--- config.mk ---
export PLATFORM = sky130hd
export DESIGN_NAME = acc_analog_comparator_control
export DESIGN_NICKNAME = d
export VERILOG_FILES = /design/src/rtl/acc_pkg.sv /design/src/rtl/acc_sync.sv /design/src/rtl/acc_analog_comparator_control.sv
export VERILOG_INCLUDE_DIRS = /design/src /design/src/rtl
export SDC_FILE = /design/constraint.sdc
export NUM_CORES = 1
export LEC_CHECK = 0
export ABC_AREA = 1
export CAP_MARGIN = 20
export CORE_ASPECT_RATIO = 0.75
export CORE_MARGIN = 2
export CORE_UTILIZATION = 55
export DETAILED_ROUTE_END_ITERATION = 16
export DONT_BUFFER_PORTS = 1
export GPL_TIMING_DRIVEN = 0
export MAX_ROUTING_LAYER = met4
export PLACE_DENSITY_LB_ADDON = 0.3
export SLEW_MARGIN = 5
export SYNTH_ARGS = -nofsm -noshare
export SYNTH_HDL_FRONTEND = slang
export SYNTH_SLANG_ARGS = --single-unit
--- constraint.sdc ---
create_clock -name clk_sys -period 1.7 [get_ports clk_sys]
set_input_delay 0.255 -clock clk_sys [delete_from_list [all_inputs] [get_ports clk_sys]]
set_output_delay 0.255 -clock clk_sys [all_outputs]
set_load 0.02 [all_outputs]
--- src/rtl/acc_defs.svh ---
// Offsets, field positions, reset values and timing counts for the
// analog comparator control block.
// Assumes a 32-bit classic Wishbone slave with word-aligned registers.
`ifndef ACC_DEFS_SVH
`define ACC_DEFS_SVH

// Register byte addresses
`define ACC_SFIO_ADDR 8'h00
`define ACC_CSR_ADDR 8'h04
`define ACC_EXT_ADDR 8'h08

// Special function register fields
`define ACC_SFIO_MUXEN 3
`define ACC_SFIO_RESET 8'h00
`define ACC_SFIO_RWMASK 8'hef

// Comparator control/status fields
`define ACC_CSR_OFF 7
`define ACC_CSR_BG 6
`define ACC_CSR_RES 5
`define ACC_CSR_FLAG 4
`define ACC_CSR_IEN 3
`define ACC_CSR_CAP 2
`define ACC_CSR_MODEHI 1
`define ACC_CSR_MODELO 0
`define ACC_CSR_RESET 8'h00

// Converter-side register: enable bit and mux field
`define ACC_EXT_CONVEN 7
`define ACC_EXT_SEL_LO 0
`define ACC_EXT_RESET 8'h00

// Synchronizer depth in system clock cycles
`define ACC_SYNC_STAGES 2

`endif

--- src/rtl/acc_pkg.sv ---
// Types shared by the analog comparator control block.
// Assumes the constants of acc_defs.svh are included where needed.
package acc_pkg;

  // Interrupt event selection, in binary order as printed
  typedef enum logic [1:0] {
    ACC_MODE_TOGGLE = 2'h0,
    ACC_MODE_RSVD = 2'h1,
    ACC_MODE_FALL = 2'h2,
    ACC_MODE_RISE = 2'h3
  } acc_mode_t;

endpackage : acc_pkg

--- src/rtl/acc_sync.sv ---
// Two-stage synchronizer with edge outputs for the comparator result.
// Assumes the raw comparator level is asynchronous to clk_sys.
`timescale 1ns/100ps
`include "acc_defs.svh"

module acc_sync (
  // Clock and reset
  input wire logic clk_sys,
  input wire logic rst,
  // Raw level in
  input wire logic rawLevel,
  // Synchronized level and edges
  output logic syncLevel,
  output logic riseEdge,
  output logic fallEdge
);

  logic [`ACC_SYNC_STAGES-1:0] stages;
  logic [`ACC_SYNC_STAGES-1:0] next_stages;
  logic prevLevel;
  logic next_prevLevel;

  // Shift chain; only the second stage is looked at
  always_comb begin
    next_stages = {stages[`ACC_SYNC_STAGES-2:0], rawLevel};
    next_prevLevel = stages[`ACC_SYNC_STAGES-1];
  end

  always_ff @(posedge clk_sys or posedge rst) begin
    if (rst) begin
      stages <= '0;
      prevLevel <= 1'b0;
    end else begin
      stages <= next_stages;
      prevLevel <= next_prevLevel;
    end
  end

  // Compare successive synchronized samples
  assign syncLevel = stages[`ACC_SYNC_STAGES-1];
  assign riseEdge = syncLevel & ~prevLevel;
  assign fallEdge = ~syncLevel & prevLevel;

endmodule : acc_sync

--- src/rtl/acc_analog_comparator_control.sv ---
// Control logic around the on-chip analog comparator: input selection,
// result synchronization, event flag and capture routing.
// Assumes a classic Wishbone master on clk_sys and an analog core that
// takes the select outputs as plain levels.
//
// The address map and the Wishbone interface to the registers were left to the implementer.
`timescale 1ns/100ps
`include "acc_defs.svh"

// Function
// - With mux enable set and the converter off, mux field picks pin 0-7.
// - With mux enable clear or converter on, the dedicated pin is used.
// - Mux enable is read/write bit 3 of the special register, reset 0.
// - Writing one to the disable bit 7 powers the comparator down.
// - Bandgap select bit 6 picks bandgap or dedicated positive pin.
// - The result reads as bit 5 through a one-to-two cycle synchronizer.
// - The flag bit 4 sets on an event matching the mode bits.
// - The flag clears on vector execution or when software writes one.
// - The request stands only with enable bit 3 and global enable set.
// - Capture enable bit 2 routes the result to the timer capture input.
// - Mode 00 toggle, 01 reserved, 10 falling, 11 rising.
// - The converter enable bit means the converter owns the mux.
module acc_analog_comparator_control (
  // Clock and reset
  input wire logic clk_sys,
  input wire logic rst,
  // Wishbone slave
  input wire logic wb_cyc_i,
  input wire logic wb_stb_i,
  input wire logic wb_we_i,
  input wire logic [7:0] wb_adr_i,
  input wire logic [3:0] wb_sel_i,
  input wire logic [31:0] wb_dat_i,
  output logic [31:0] wb_dat_o,
  output logic wb_ack_o,
  // Analog comparator core
  input wire logic cmpRawOut,
  output logic cmpPowerOff,
  output logic bandgapSelect,
  output logic negUseConverterPin,
  output logic [7:0] converterPinSelect,
  // Timer capture front end
  output logic captureTrigger,
  output logic captureRouted,
  // Interrupt controller
  input wire logic globalIrqEnable,
  input wire logic irqVectorTaken,
  output logic cmpIrqRequest
);

  // Register state
  logic [7:0] sfio;
  logic [7:0] next_sfio;
  logic [7:0] csr;
  logic [7:0] next_csr;
  logic [7:0] extReg;
  logic [7:0] next_extReg;
  logic ack;
  logic next_ack;
  logic [31:0] rdData;
  logic [31:0] next_rdData;

  // Synchronizer outputs
  logic cmpResult;
  logic cmpRise;
  logic cmpFall;

  // Decoded access
  logic busReq;
  logic wrStrobe;
  logic hitSfio;
  logic hitCsr;
  logic hitExt;
  logic eventHit;
  logic flagClear;
  logic converterEnable;
  logic cmpMuxEnable;
  logic [2:0] inputSelectField;
  acc_pkg::acc_mode_t irqMode;

  // One-hot decode of the converter pin index for the pin select output
  function automatic logic [7:0] acc_onehot(input logic [2:0] idx);
    acc_onehot = 8'h01 << idx;
  endfunction : acc_onehot

  acc_sync u_sync (
    .clk_sys(clk_sys),
    .rst(rst),
    .rawLevel(cmpRawOut),
    .syncLevel(cmpResult),
    .riseEdge(cmpRise),
    .fallEdge(cmpFall)
  );

  // Field views
  assign cmpMuxEnable = sfio[`ACC_SFIO_MUXEN];
  assign converterEnable = extReg[`ACC_EXT_CONVEN];
  assign inputSelectField = extReg[`ACC_EXT_SEL_LO +: 3];
  assign irqMode = acc_pkg::acc_mode_t'(csr[`ACC_CSR_MODEHI:`ACC_CSR_MODELO]);

  // Bus decode; only byte lane 0 carries register data
  assign busReq = wb_cyc_i & wb_stb_i & ~ack;
  assign wrStrobe = busReq & wb_we_i & wb_sel_i[0];
  assign hitSfio = wb_adr_i == `ACC_SFIO_ADDR;
  assign hitCsr = wb_adr_i == `ACC_CSR_ADDR;
  assign hitExt = wb_adr_i == `ACC_EXT_ADDR;

  // Event match; reserved mode never fires
  always_comb begin
    unique case (irqMode)
      acc_pkg::ACC_MODE_TOGGLE: eventHit = cmpRise | cmpFall;
      acc_pkg::ACC_MODE_RSVD: eventHit = 1'b0;
      acc_pkg::ACC_MODE_FALL: eventHit = cmpFall;
      acc_pkg::ACC_MODE_RISE: eventHit = cmpRise;
    endcase
  end

  // Write-one-to-clear or vector execution clears the flag
  assign flagClear = irqVectorTaken
    | (wrStrobe & hitCsr & wb_dat_i[`ACC_CSR_FLAG]);

  // Next register values; a new event beats a clear in the same cycle
  always_comb begin
    next_sfio = sfio;
    next_csr = csr;
    next_extReg = extReg;
    if (wrStrobe && hitSfio) begin
      next_sfio = wb_dat_i[7:0] & `ACC_SFIO_RWMASK;
    end
    if (wrStrobe && hitCsr) begin
      // Bits 7,6,3,2,1,0 writable; result is read-only
      next_csr[`ACC_CSR_OFF] = wb_dat_i[`ACC_CSR_OFF];
      next_csr[`ACC_CSR_BG] = wb_dat_i[`ACC_CSR_BG];
      next_csr[`ACC_CSR_IEN] = wb_dat_i[`ACC_CSR_IEN];
      next_csr[`ACC_CSR_CAP] = wb_dat_i[`ACC_CSR_CAP];
      next_csr[`ACC_CSR_MODEHI] = wb_dat_i[`ACC_CSR_MODEHI];
      next_csr[`ACC_CSR_MODELO] = wb_dat_i[`ACC_CSR_MODELO];
    end
    if (wrStrobe && hitExt) begin
      next_extReg = wb_dat_i[7:0];
    end
    next_csr[`ACC_CSR_RES] = 1'b0;
    if (flagClear) begin
      next_csr[`ACC_CSR_FLAG] = 1'b0;
    end
    if (eventHit) begin
      next_csr[`ACC_CSR_FLAG] = 1'b1;
    end
  end

  // Bus answer: ack one cycle after the request, dropped the next cycle
  always_comb begin
    next_ack = busReq;
    next_rdData = rdData;
    if (busReq && !wb_we_i) begin
      next_rdData = 32'h0000_0000;
      if (hitSfio) begin
        next_rdData[7:0] = sfio;
      end else if (hitCsr) begin
        next_rdData[7:0] = {csr[7:6], cmpResult, csr[4:0]};
      end else if (hitExt) begin
        next_rdData[7:0] = extReg;
      end
    end
  end

  always_ff @(posedge clk_sys or posedge rst) begin
    if (rst) begin
      sfio <= `ACC_SFIO_RESET;
      csr <= `ACC_CSR_RESET;
      extReg <= `ACC_EXT_RESET;
      ack <= 1'b0;
      rdData <= 32'h0000_0000;
    end else begin
      sfio <= next_sfio;
      csr <= next_csr;
      extReg <= next_extReg;
      ack <= next_ack;
      rdData <= next_rdData;
    end
  end

  assign wb_ack_o = ack;
  assign wb_dat_o = rdData;

  // Analog selects; the converter pin is used only when it is free
  assign negUseConverterPin = cmpMuxEnable & ~converterEnable;
  assign converterPinSelect = negUseConverterPin
    ? acc_onehot(inputSelectField) : 8'h00;
  assign cmpPowerOff = csr[`ACC_CSR_OFF];
  assign bandgapSelect = csr[`ACC_CSR_BG];

  // Capture path is gated off entirely when not routed
  assign captureRouted = csr[`ACC_CSR_CAP];
  assign captureTrigger = cmpResult & csr[`ACC_CSR_CAP];

  // Request follows flag, local enable and global enable
  assign cmpIrqRequest = csr[`ACC_CSR_FLAG] & csr[`ACC_CSR_IEN]
    & globalIrqEnable;

endmodule : acc_analog_comparator_control

==> impl_metrics.csv, run 1 <==
group,metric,value,unit
run_status,run_status,"finished, final reports clean",
floorplanning,core_area,0.00336,mm2
place,dp_slack,72.9,ps
timing,finalMaxSlewViolations,0,
timing,slew-limit-headroom,56.0,%
clock_tree,clk_latency,280,ps
floorplanning,die-area,0.00406,mm2
timing,fmax,0.589,GHz
timing,fin_crit,1700,ps
synth,yosysUniqueCellTypes,23,
timing,setup_viol_count_final,0,
timing,grt_setup_unrepaired,"yes",
grt,grt_usage,20.5,%
grt,grt_start_max_net_pins,20,
synth,netlist_instances,240,
routing,drcViolationCount,0,
clock_tree,tritoncts_clock_tree,"done",
grt,grt_overflow_total,0,
pwr,seq_power_share,48.4,%
clock_tree,cts_htree_levels,2,
grt,grt_pass1_vias,1337,
layout,most-common-layout-cells,"sky130_fd_sc_hd__nand2_1 (61), sky130_fd_sc_hd__dfrtp_1 (34), sky130_fd_sc_hd__inv_1 (31)",
timing,final_hold_vio_count,0,
pwr,p_int,1.33,mW
timing,worst_clock_skew,3.94,ps
critical_path,critical_path_required,1440,ps
timing,worst_pin_slew,659,ps
layout,final_net_count,327,
routing,drt_pass1_iterations,4,
pwr,netSwitchingFraction,23.1,%
routing,avgRoutedWirePerCell,12.0,um
grt,global_route_wire_length_before_repair,6.09,mm
place,post-dp-hpwl,3.04,mm
timing,setup_tns,0,ps
synth,synth_seq_area_share,43.4,%
routing,drt-vias-per-instance,4.72,
routing,starting_drt_drc_count,86,
run,max-cap-violations,0,
critical_path,crit_start,"extReg[7]$_DFFE_PP0P_",
place,gp_routability_congestion,0.844,
routing,detail_route.wirelength,3.78,mm
layout,area.growth.synth_to_final,16.1,%
pwr,peakVddDrop,513,uV
synth,ys_ff_latch,34,
floorplanning,die_x,72.9,um
floorplanning,start_util,58.4,%
clock_tree,clkSinkCount,34,
pwr,lkg_pwr,1.21,nW
synth,post_synth.cell_area_avg,8.17,um2
synth,synth_warn,0,
clock_tree,maximum_buffer_depth_of_the_clock_tree,2,
clock_tree,postCtsSetupRepairBufs,0,
pwr,p_switching,399,uW
timing,finalHoldWorstSlack,146,ps
critical_path,critical_register_to_register_path_startpoint,"wb_ack_o$_DFF_PP0_",
layout,final_layout_size_suffix_gt1_share,26.3,%
critical_path,timing.critical_path.arrival,1440,ps
min_path,holdCritPathClass,"in2reg",
pwr,combinationalPowerShare,10.8,%
layout,layout_commonest_cell,"sky130_fd_sc_hd__nand2_1",
timing,post_route_fraction_of_the_period_consumed_by_the_critical_path,99.8,%
floorplanning,die_height,55.7,um
pwr,clock_power_share,40.8,%
clock_tree,clk_transition_reported_paths,60,ps
synth,syn_area,0.00196,mm2
clock_tree,root_buffer,"sky130_fd_sc_hd__clkbuf_8",
critical_path,critPathCaptureType,"output port",
routing,ant_nets,0,
timing,crit_path_setup_slack_layout,2.88,ps
critical_path,worstSetupPathType,"reg2out",
grt,number_of_antenna_violations_at_the_first_check_in_global_routing,0,
clock_tree,tritoncts.num_buffers,5,
critical_path,worst-path-max-fanout,4,
routing,routed-via-count,1482,
layout,postLayoutCoreUtil,67.8,%
critical_path,worst_path_largest_cell_delay,450,ps
pwr,design_power_total,1.73,mW
min_path,timing.hold.worst.start,"wb_dat_i[4]",
floorplanning,num_io_pins,99,
layout,antenna_cells,0,
critical_path,timing.critical_path.cells,"nor2_4 > nand2_1 > nor2_1",
pwr,p_per_area,758,mW/mm2
critical_path,crit_path_start_kind,"flop",
critical_path,cp_slowest_cell,"sky130_fd_sc_hd__dfrtp_1",
place,io_buffers,0,
floorplanning,core.rowCount,18,
[registers in the layout, summed over array words and instances, names as in the netlist]
signal and flops:
sfio 7, csr 7, u_sync.prevLevel 1, wb_ack_o 1
extReg 8, wb_dat_o 8, u_sync.stages 2
[worst max-delay path, delay by kind of cell, from the launching register on]
family           cells  cell delay (ps)
flip-flops           1              450
AND/OR/NAND/NOR      3              720
[path summary, 6_finish.rpt]
check,to,slack [ps],depth (start not counted)
setup / recovery,converterPinSelect[2],3,3
hold / removal,extReg[4]$_DFFE_PP0P_,150,2
setup reg to reg,extReg[0]$_DFFE_PP0P_,280,5
hold reg to reg,u_sync.stages[1]$_DFF_PP0_,350,0
max in group asynchronous,csr[4]$_DFFE_PP0P_,670,3
min in group asynchronous,sfio[0]$_DFFE_PP0P_,510,2
[Yosys cell counts]
master | count | area, um2
sky130_fd_sc_hd__a21oi_1 | 7 | 35.0
sky130_fd_sc_hd__and3_1 | 1 | 6.26
sky130_fd_sc_hd__buf_2 | 1 | 5.00
sky130_fd_sc_hd__buf_4 | 26 | 195
sky130_fd_sc_hd__buf_6 | 2 | 22.5
sky130_fd_sc_hd__conb_1 | 1 | 3.75
sky130_fd_sc_hd__dfrtp_1 | 34 | 851
sky130_fd_sc_hd__ha_1 | 2 | 25.0
sky130_fd_sc_hd__inv_1 | 31 | 116
sky130_fd_sc_hd__inv_2 | 1 | 3.75
sky130_fd_sc_hd__nand2_1 | 61 | 229
sky130_fd_sc_hd__nand2_2 | 4 | 25.0
sky130_fd_sc_hd__nand3_1 | 23 | 115
sky130_fd_sc_hd__nand3_4 | 1 | 17.5
sky130_fd_sc_hd__nand3b_1 | 1 | 7.51
sky130_fd_sc_hd__nor2_1 | 17 | 63.8
sky130_fd_sc_hd__nor2_2 | 1 | 6.26
sky130_fd_sc_hd__nor2_4 | 2 | 22.5
sky130_fd_sc_hd__nor3_4 | 1 | 16.3
sky130_fd_sc_hd__o21ai_0 | 1 | 5.00
sky130_fd_sc_hd__o21ai_1 | 1 | 5.00
sky130_fd_sc_hd__o21ai_2 | 20 | 175
sky130_fd_sc_hd__o221ai_1 | 1 | 8.76
[area by class of cell]
class,count,area [um2]
Clock inverter,1,30.0
Multi-Input combinational cell,168,878
Sequential cell,34,851
Buffer,29,223
Timing Repair Buffer,3,47.5
Tap cell,40,50.0
Clock buffer,7,76.3
Fill cell,280,1080
Inverter,32,120
[power groups by stage]
stage / Clock [mW] / Sequential [mW] / Combinational [mW]
floorplan: 0 / 0.847 / 0.158
global placement: 0 / 0.849 / 0.172
detailed placement: 0 / 0.849 / 0.182
CTS: 0.727 / 0.834 / 0.186
global route: 0.767 / 0.836 / 0.205
finish: 0.705 / 0.835 / 0.186
[cell families after synthesis]
logic type,synth area share (%)
adders and majority gates,1.28
buffers and inverters,17.5
other,0.191
AOI/OAI and AO/OA,11.7
and+or+nand+nor,26.0
DFF,43.4
[metal layers]
metal	track usage (%)	vias to the layer above	part of all wire [%]
met2	29.9	63	44
met4	6.35	0	1.2
met3	7.07	5	7.5
met1	27.0	646	47
li1	-	768	-
met5	-	-	0
[metrics by stage]
step           std cells  area, um2
2_1_floorplan        263       2050
3_3_place_gp         303       2100
3_5_place_dp         304       2120
4_1_cts              314       2270
5_1_grt              314       2280
6_report             314       2280
[timing repair]
| action | 4_1_cts | 5_1_grt |
|---|---|---|
| cloned | 0 | 0 |
| endpoints found under the setup margin | 8 | 6 |
| endpoints found under the hold margin | 16 | 0 |
| hold buffers | 2 | 0 |
| gates resized for setup | 6 | 2 |
Power figures use the tool's default switching activity.
==> run 2: changes to the inputs <==
==> constraint.sdc (replaced) <==
create_clock -name clk_sys -period 1.5 [get_ports clk_sys]
set_input_delay 0.225 -clock clk_sys [delete_from_list [all_inputs] [get_ports clk_sys]]
set_output_delay 0.225 -clock clk_sys [all_outputs]
set_load 0.02 [all_outputs]
==> impl_metrics.csv, run 2 (synthesis gave the netlist of run 1 again) <==
group,metric,value,unit
routing,detail_route.wirelength,3.89,mm
clock_tree,root_buffer,"sky130_fd_sc_hd__clkbuf_8",
timing,crit_path_setup_slack_layout,-40.6,ps
clock_tree,clk_latency,280,ps
timing,fmax,0.649,GHz
critical_path,r2r_slack,150,ps
place,dp_cells,304,
timing,worst_pin_slew,659,ps
critical_path,worst_path_most_repeated_cell,"sky130_fd_sc_hd__nor2_4",
timing,finalHoldWorstSlack,115,ps
routing,routed-via-count,1507,
grt,grt_usage,21.4,%
layout,most-common-layout-cells,"sky130_fd_sc_hd__nand2_1 (59), sky130_fd_sc_hd__dfrtp_1 (33), sky130_fd_sc_hd__inv_1 (30)",
critical_path,regToRegEndpoint,"extReg[0]$_DFFE_PP0P_",
floorplanning,die-area,0.00406,mm2
clock_tree,tritoncts_clock_tree,"done",
critical_path,timing.critical_path.arrival,1320,ps
place,dp_slack,-97.1,ps
routing,starting_drt_drc_count,116,
layout,final_net_count,327,
floorplanning,start_util,58.4,%
pwr,design_power_total,1.96,mW
place,placed_area,0.00212,mm2
critical_path,worst-path-max-fanout,4,
pwr,p_per_area,839,mW/mm2
critical_path,crit_path_depth,3,
place,gp_routability_congestion,0.844,
clock_tree,cts_htree_levels,2,
layout,layout_commonest_cell,"sky130_fd_sc_hd__nand2_1",
clock_tree,tritoncts.num_buffers,5,
layout,final_area,0.00233,mm2
layout,postLayoutCoreUtil,69.6,%
critical_path,critical_path_required,1270,ps
critical_path,crit_start,"extReg[7]$_DFFE_PP0P_",
critical_path,critical_path.n_buffers_inverters,0,
critical_path,critical_register_to_register_path_startpoint,"wb_ack_o$_DFF_PP0_",
critical_path,cp_slowest_cell,"sky130_fd_sc_hd__dfrtp_2",
timing,grt_setup_unrepaired,"yes",
routing,drt_pass1_iterations,4,
grt,grt_start_max_net_pins,20,
critical_path,timing.critical_path.cells,"nor2_4 > nand2_4 > nor2_4",
grt,number_of_antenna_violations_at_the_first_check_in_global_routing,0,
floorplanning,die_height,55.7,um
layout,fill_cells,269,
layout,stdcell_count,314,
timing,setup_viol_count_final,8,
min_path,holdCritPathClass,"in2reg",
timing,setup_tns,-291,ps
floorplanning,num_io_pins,99,
floorplanning,die_x,72.9,um
timing,post_route_fraction_of_the_period_consumed_by_the_critical_path,103,%
layout,antenna_cells,0,
clock_tree,postCtsSetupRepairBufs,0,
critical_path,worstSetupPathType,"reg2out",
critical_path,crit_path_start_kind,"flop",
grt,grt_overflow_total,0,
critical_path,worst_path_dominant_cell_family,"simple AND/OR/NAND/NOR gates",
run_status,failed_checks,"setup timing",
timing,slew-limit-headroom,56.0,%
timing,finalMaxSlewViolations,0,
routing,drcViolationCount,0,
clock_tree,clk_transition_reported_paths,60,ps
clock_tree,maximum_buffer_depth_of_the_clock_tree,2,
place,post-dp-hpwl,3.04,mm
pwr,peakVddDrop,581,uV
critical_path,rr_worst_depth,5,
layout,final_layout_size_suffix_gt1_share,28.8,%
critical_path,critPathCaptureType,"output port",
timing,final_hold_vio_count,0,
routing,drt-vias-per-instance,4.80,
routing,avgRoutedWirePerCell,12.4,um
floorplanning,core_area,0.00336,mm2
timing,fin_crit,1540,ps
floorplanning,core.rowCount,18,
routing,ant_nets,0,
run_status,run_status,"finished, violations left",
clock_tree,clkSinkCount,34,
run,max-cap-violations,0,
grt,global_route_wire_length_before_repair,6.31,mm
layout,area.growth.synth_to_final,19.1,%
critical_path,crit_path_end,"converterPinSelect[0]",
grt,grt_pass1_vias,1354,
pwr,lkg_pwr,1.23,nW
critical_path,worst_path_largest_cell_delay,450,ps
timing,worst_clock_skew,4.40,ps
place,io_buffers,0,
-- run 2: cell count changes in the layout (fill, tap and decap cells not counted), moves of 2 or more --
cell                      before  now
sky130_fd_sc_hd__nand2_1      61   59
sky130_fd_sc_hd__nand2_4       0    2
sky130_fd_sc_hd__nor2_4        4   11
sky130_fd_sc_hd__nor2_2        5    1
sky130_fd_sc_hd__nor2_1       11    8
-- run 2: final cells by class --
cell class	count	area, um2	share of cell area [%]
clock inverter	1	30.0	1.29
buffer	29	223	9.54
multi-input combinational	168	936	40.1
sequential	34	852	36.5
timing repair buffer	3	47.5	2.04
tap	40	50.0	2.14
clock buffer	7	76.3	3.27
inverter	32	120	5.14
-- run 2: where the power goes --
group	switching [mW]	internal [mW]	total, mW	leakage, nW
clock network	0.302	0.496	0.799	0.0524
registers	0.0153	0.931	0.946	0.462
logic	0.137	0.0764	0.213	0.712
-- run 2: what timing repair did --
item | CTS | global route
gates resized for setup | 23 | 1
setup endpoints to repair | 8 | 9
pin swaps | 1 | 5
hold endpoints to repair | 16 | 0
hold buffers | 2 | 0
-- run 2: worst min-delay path: cells and delay by family --
family           cells  cell delay (ps)
AND/OR/NAND/NOR      2               70
AO/OA/AOI/OAI        1               60
-- run 2: worst min path at each step --
| stage | slack (ps) | end | cells after the start | startpoint |
|---|---|---|---|---|
| after floorplan | 260 | u_sync.stages[0]$_DFF_PP0_ | 0 | cmpRawOut |
| after global placement | 260 | u_sync.stages[0]$_DFF_PP0_ | 0 | cmpRawOut |
| after detailed placement | 240 | sfio[0]$_DFFE_PP0P_ | 1 | rst |
| after CTS | 110 | extReg[4]$_DFFE_PP0P_ | 2 | wb_dat_i[4] |
| after global routing | 110 | extReg[4]$_DFFE_PP0P_ | 2 | wb_dat_i[4] |
| final | 120 | csr[4]$_DFFE_PP0P_ | 3 | irqVectorTaken |
-- run 2: routing by layer --
layer	GRT usage, %	vias up	part of all wire, %
li1	-	773	-
met3	7.07	5	6.7
met5	-	-	0
met4	6.35	0	1.2
met1	28.0	668	45
met2	31.7	61	47
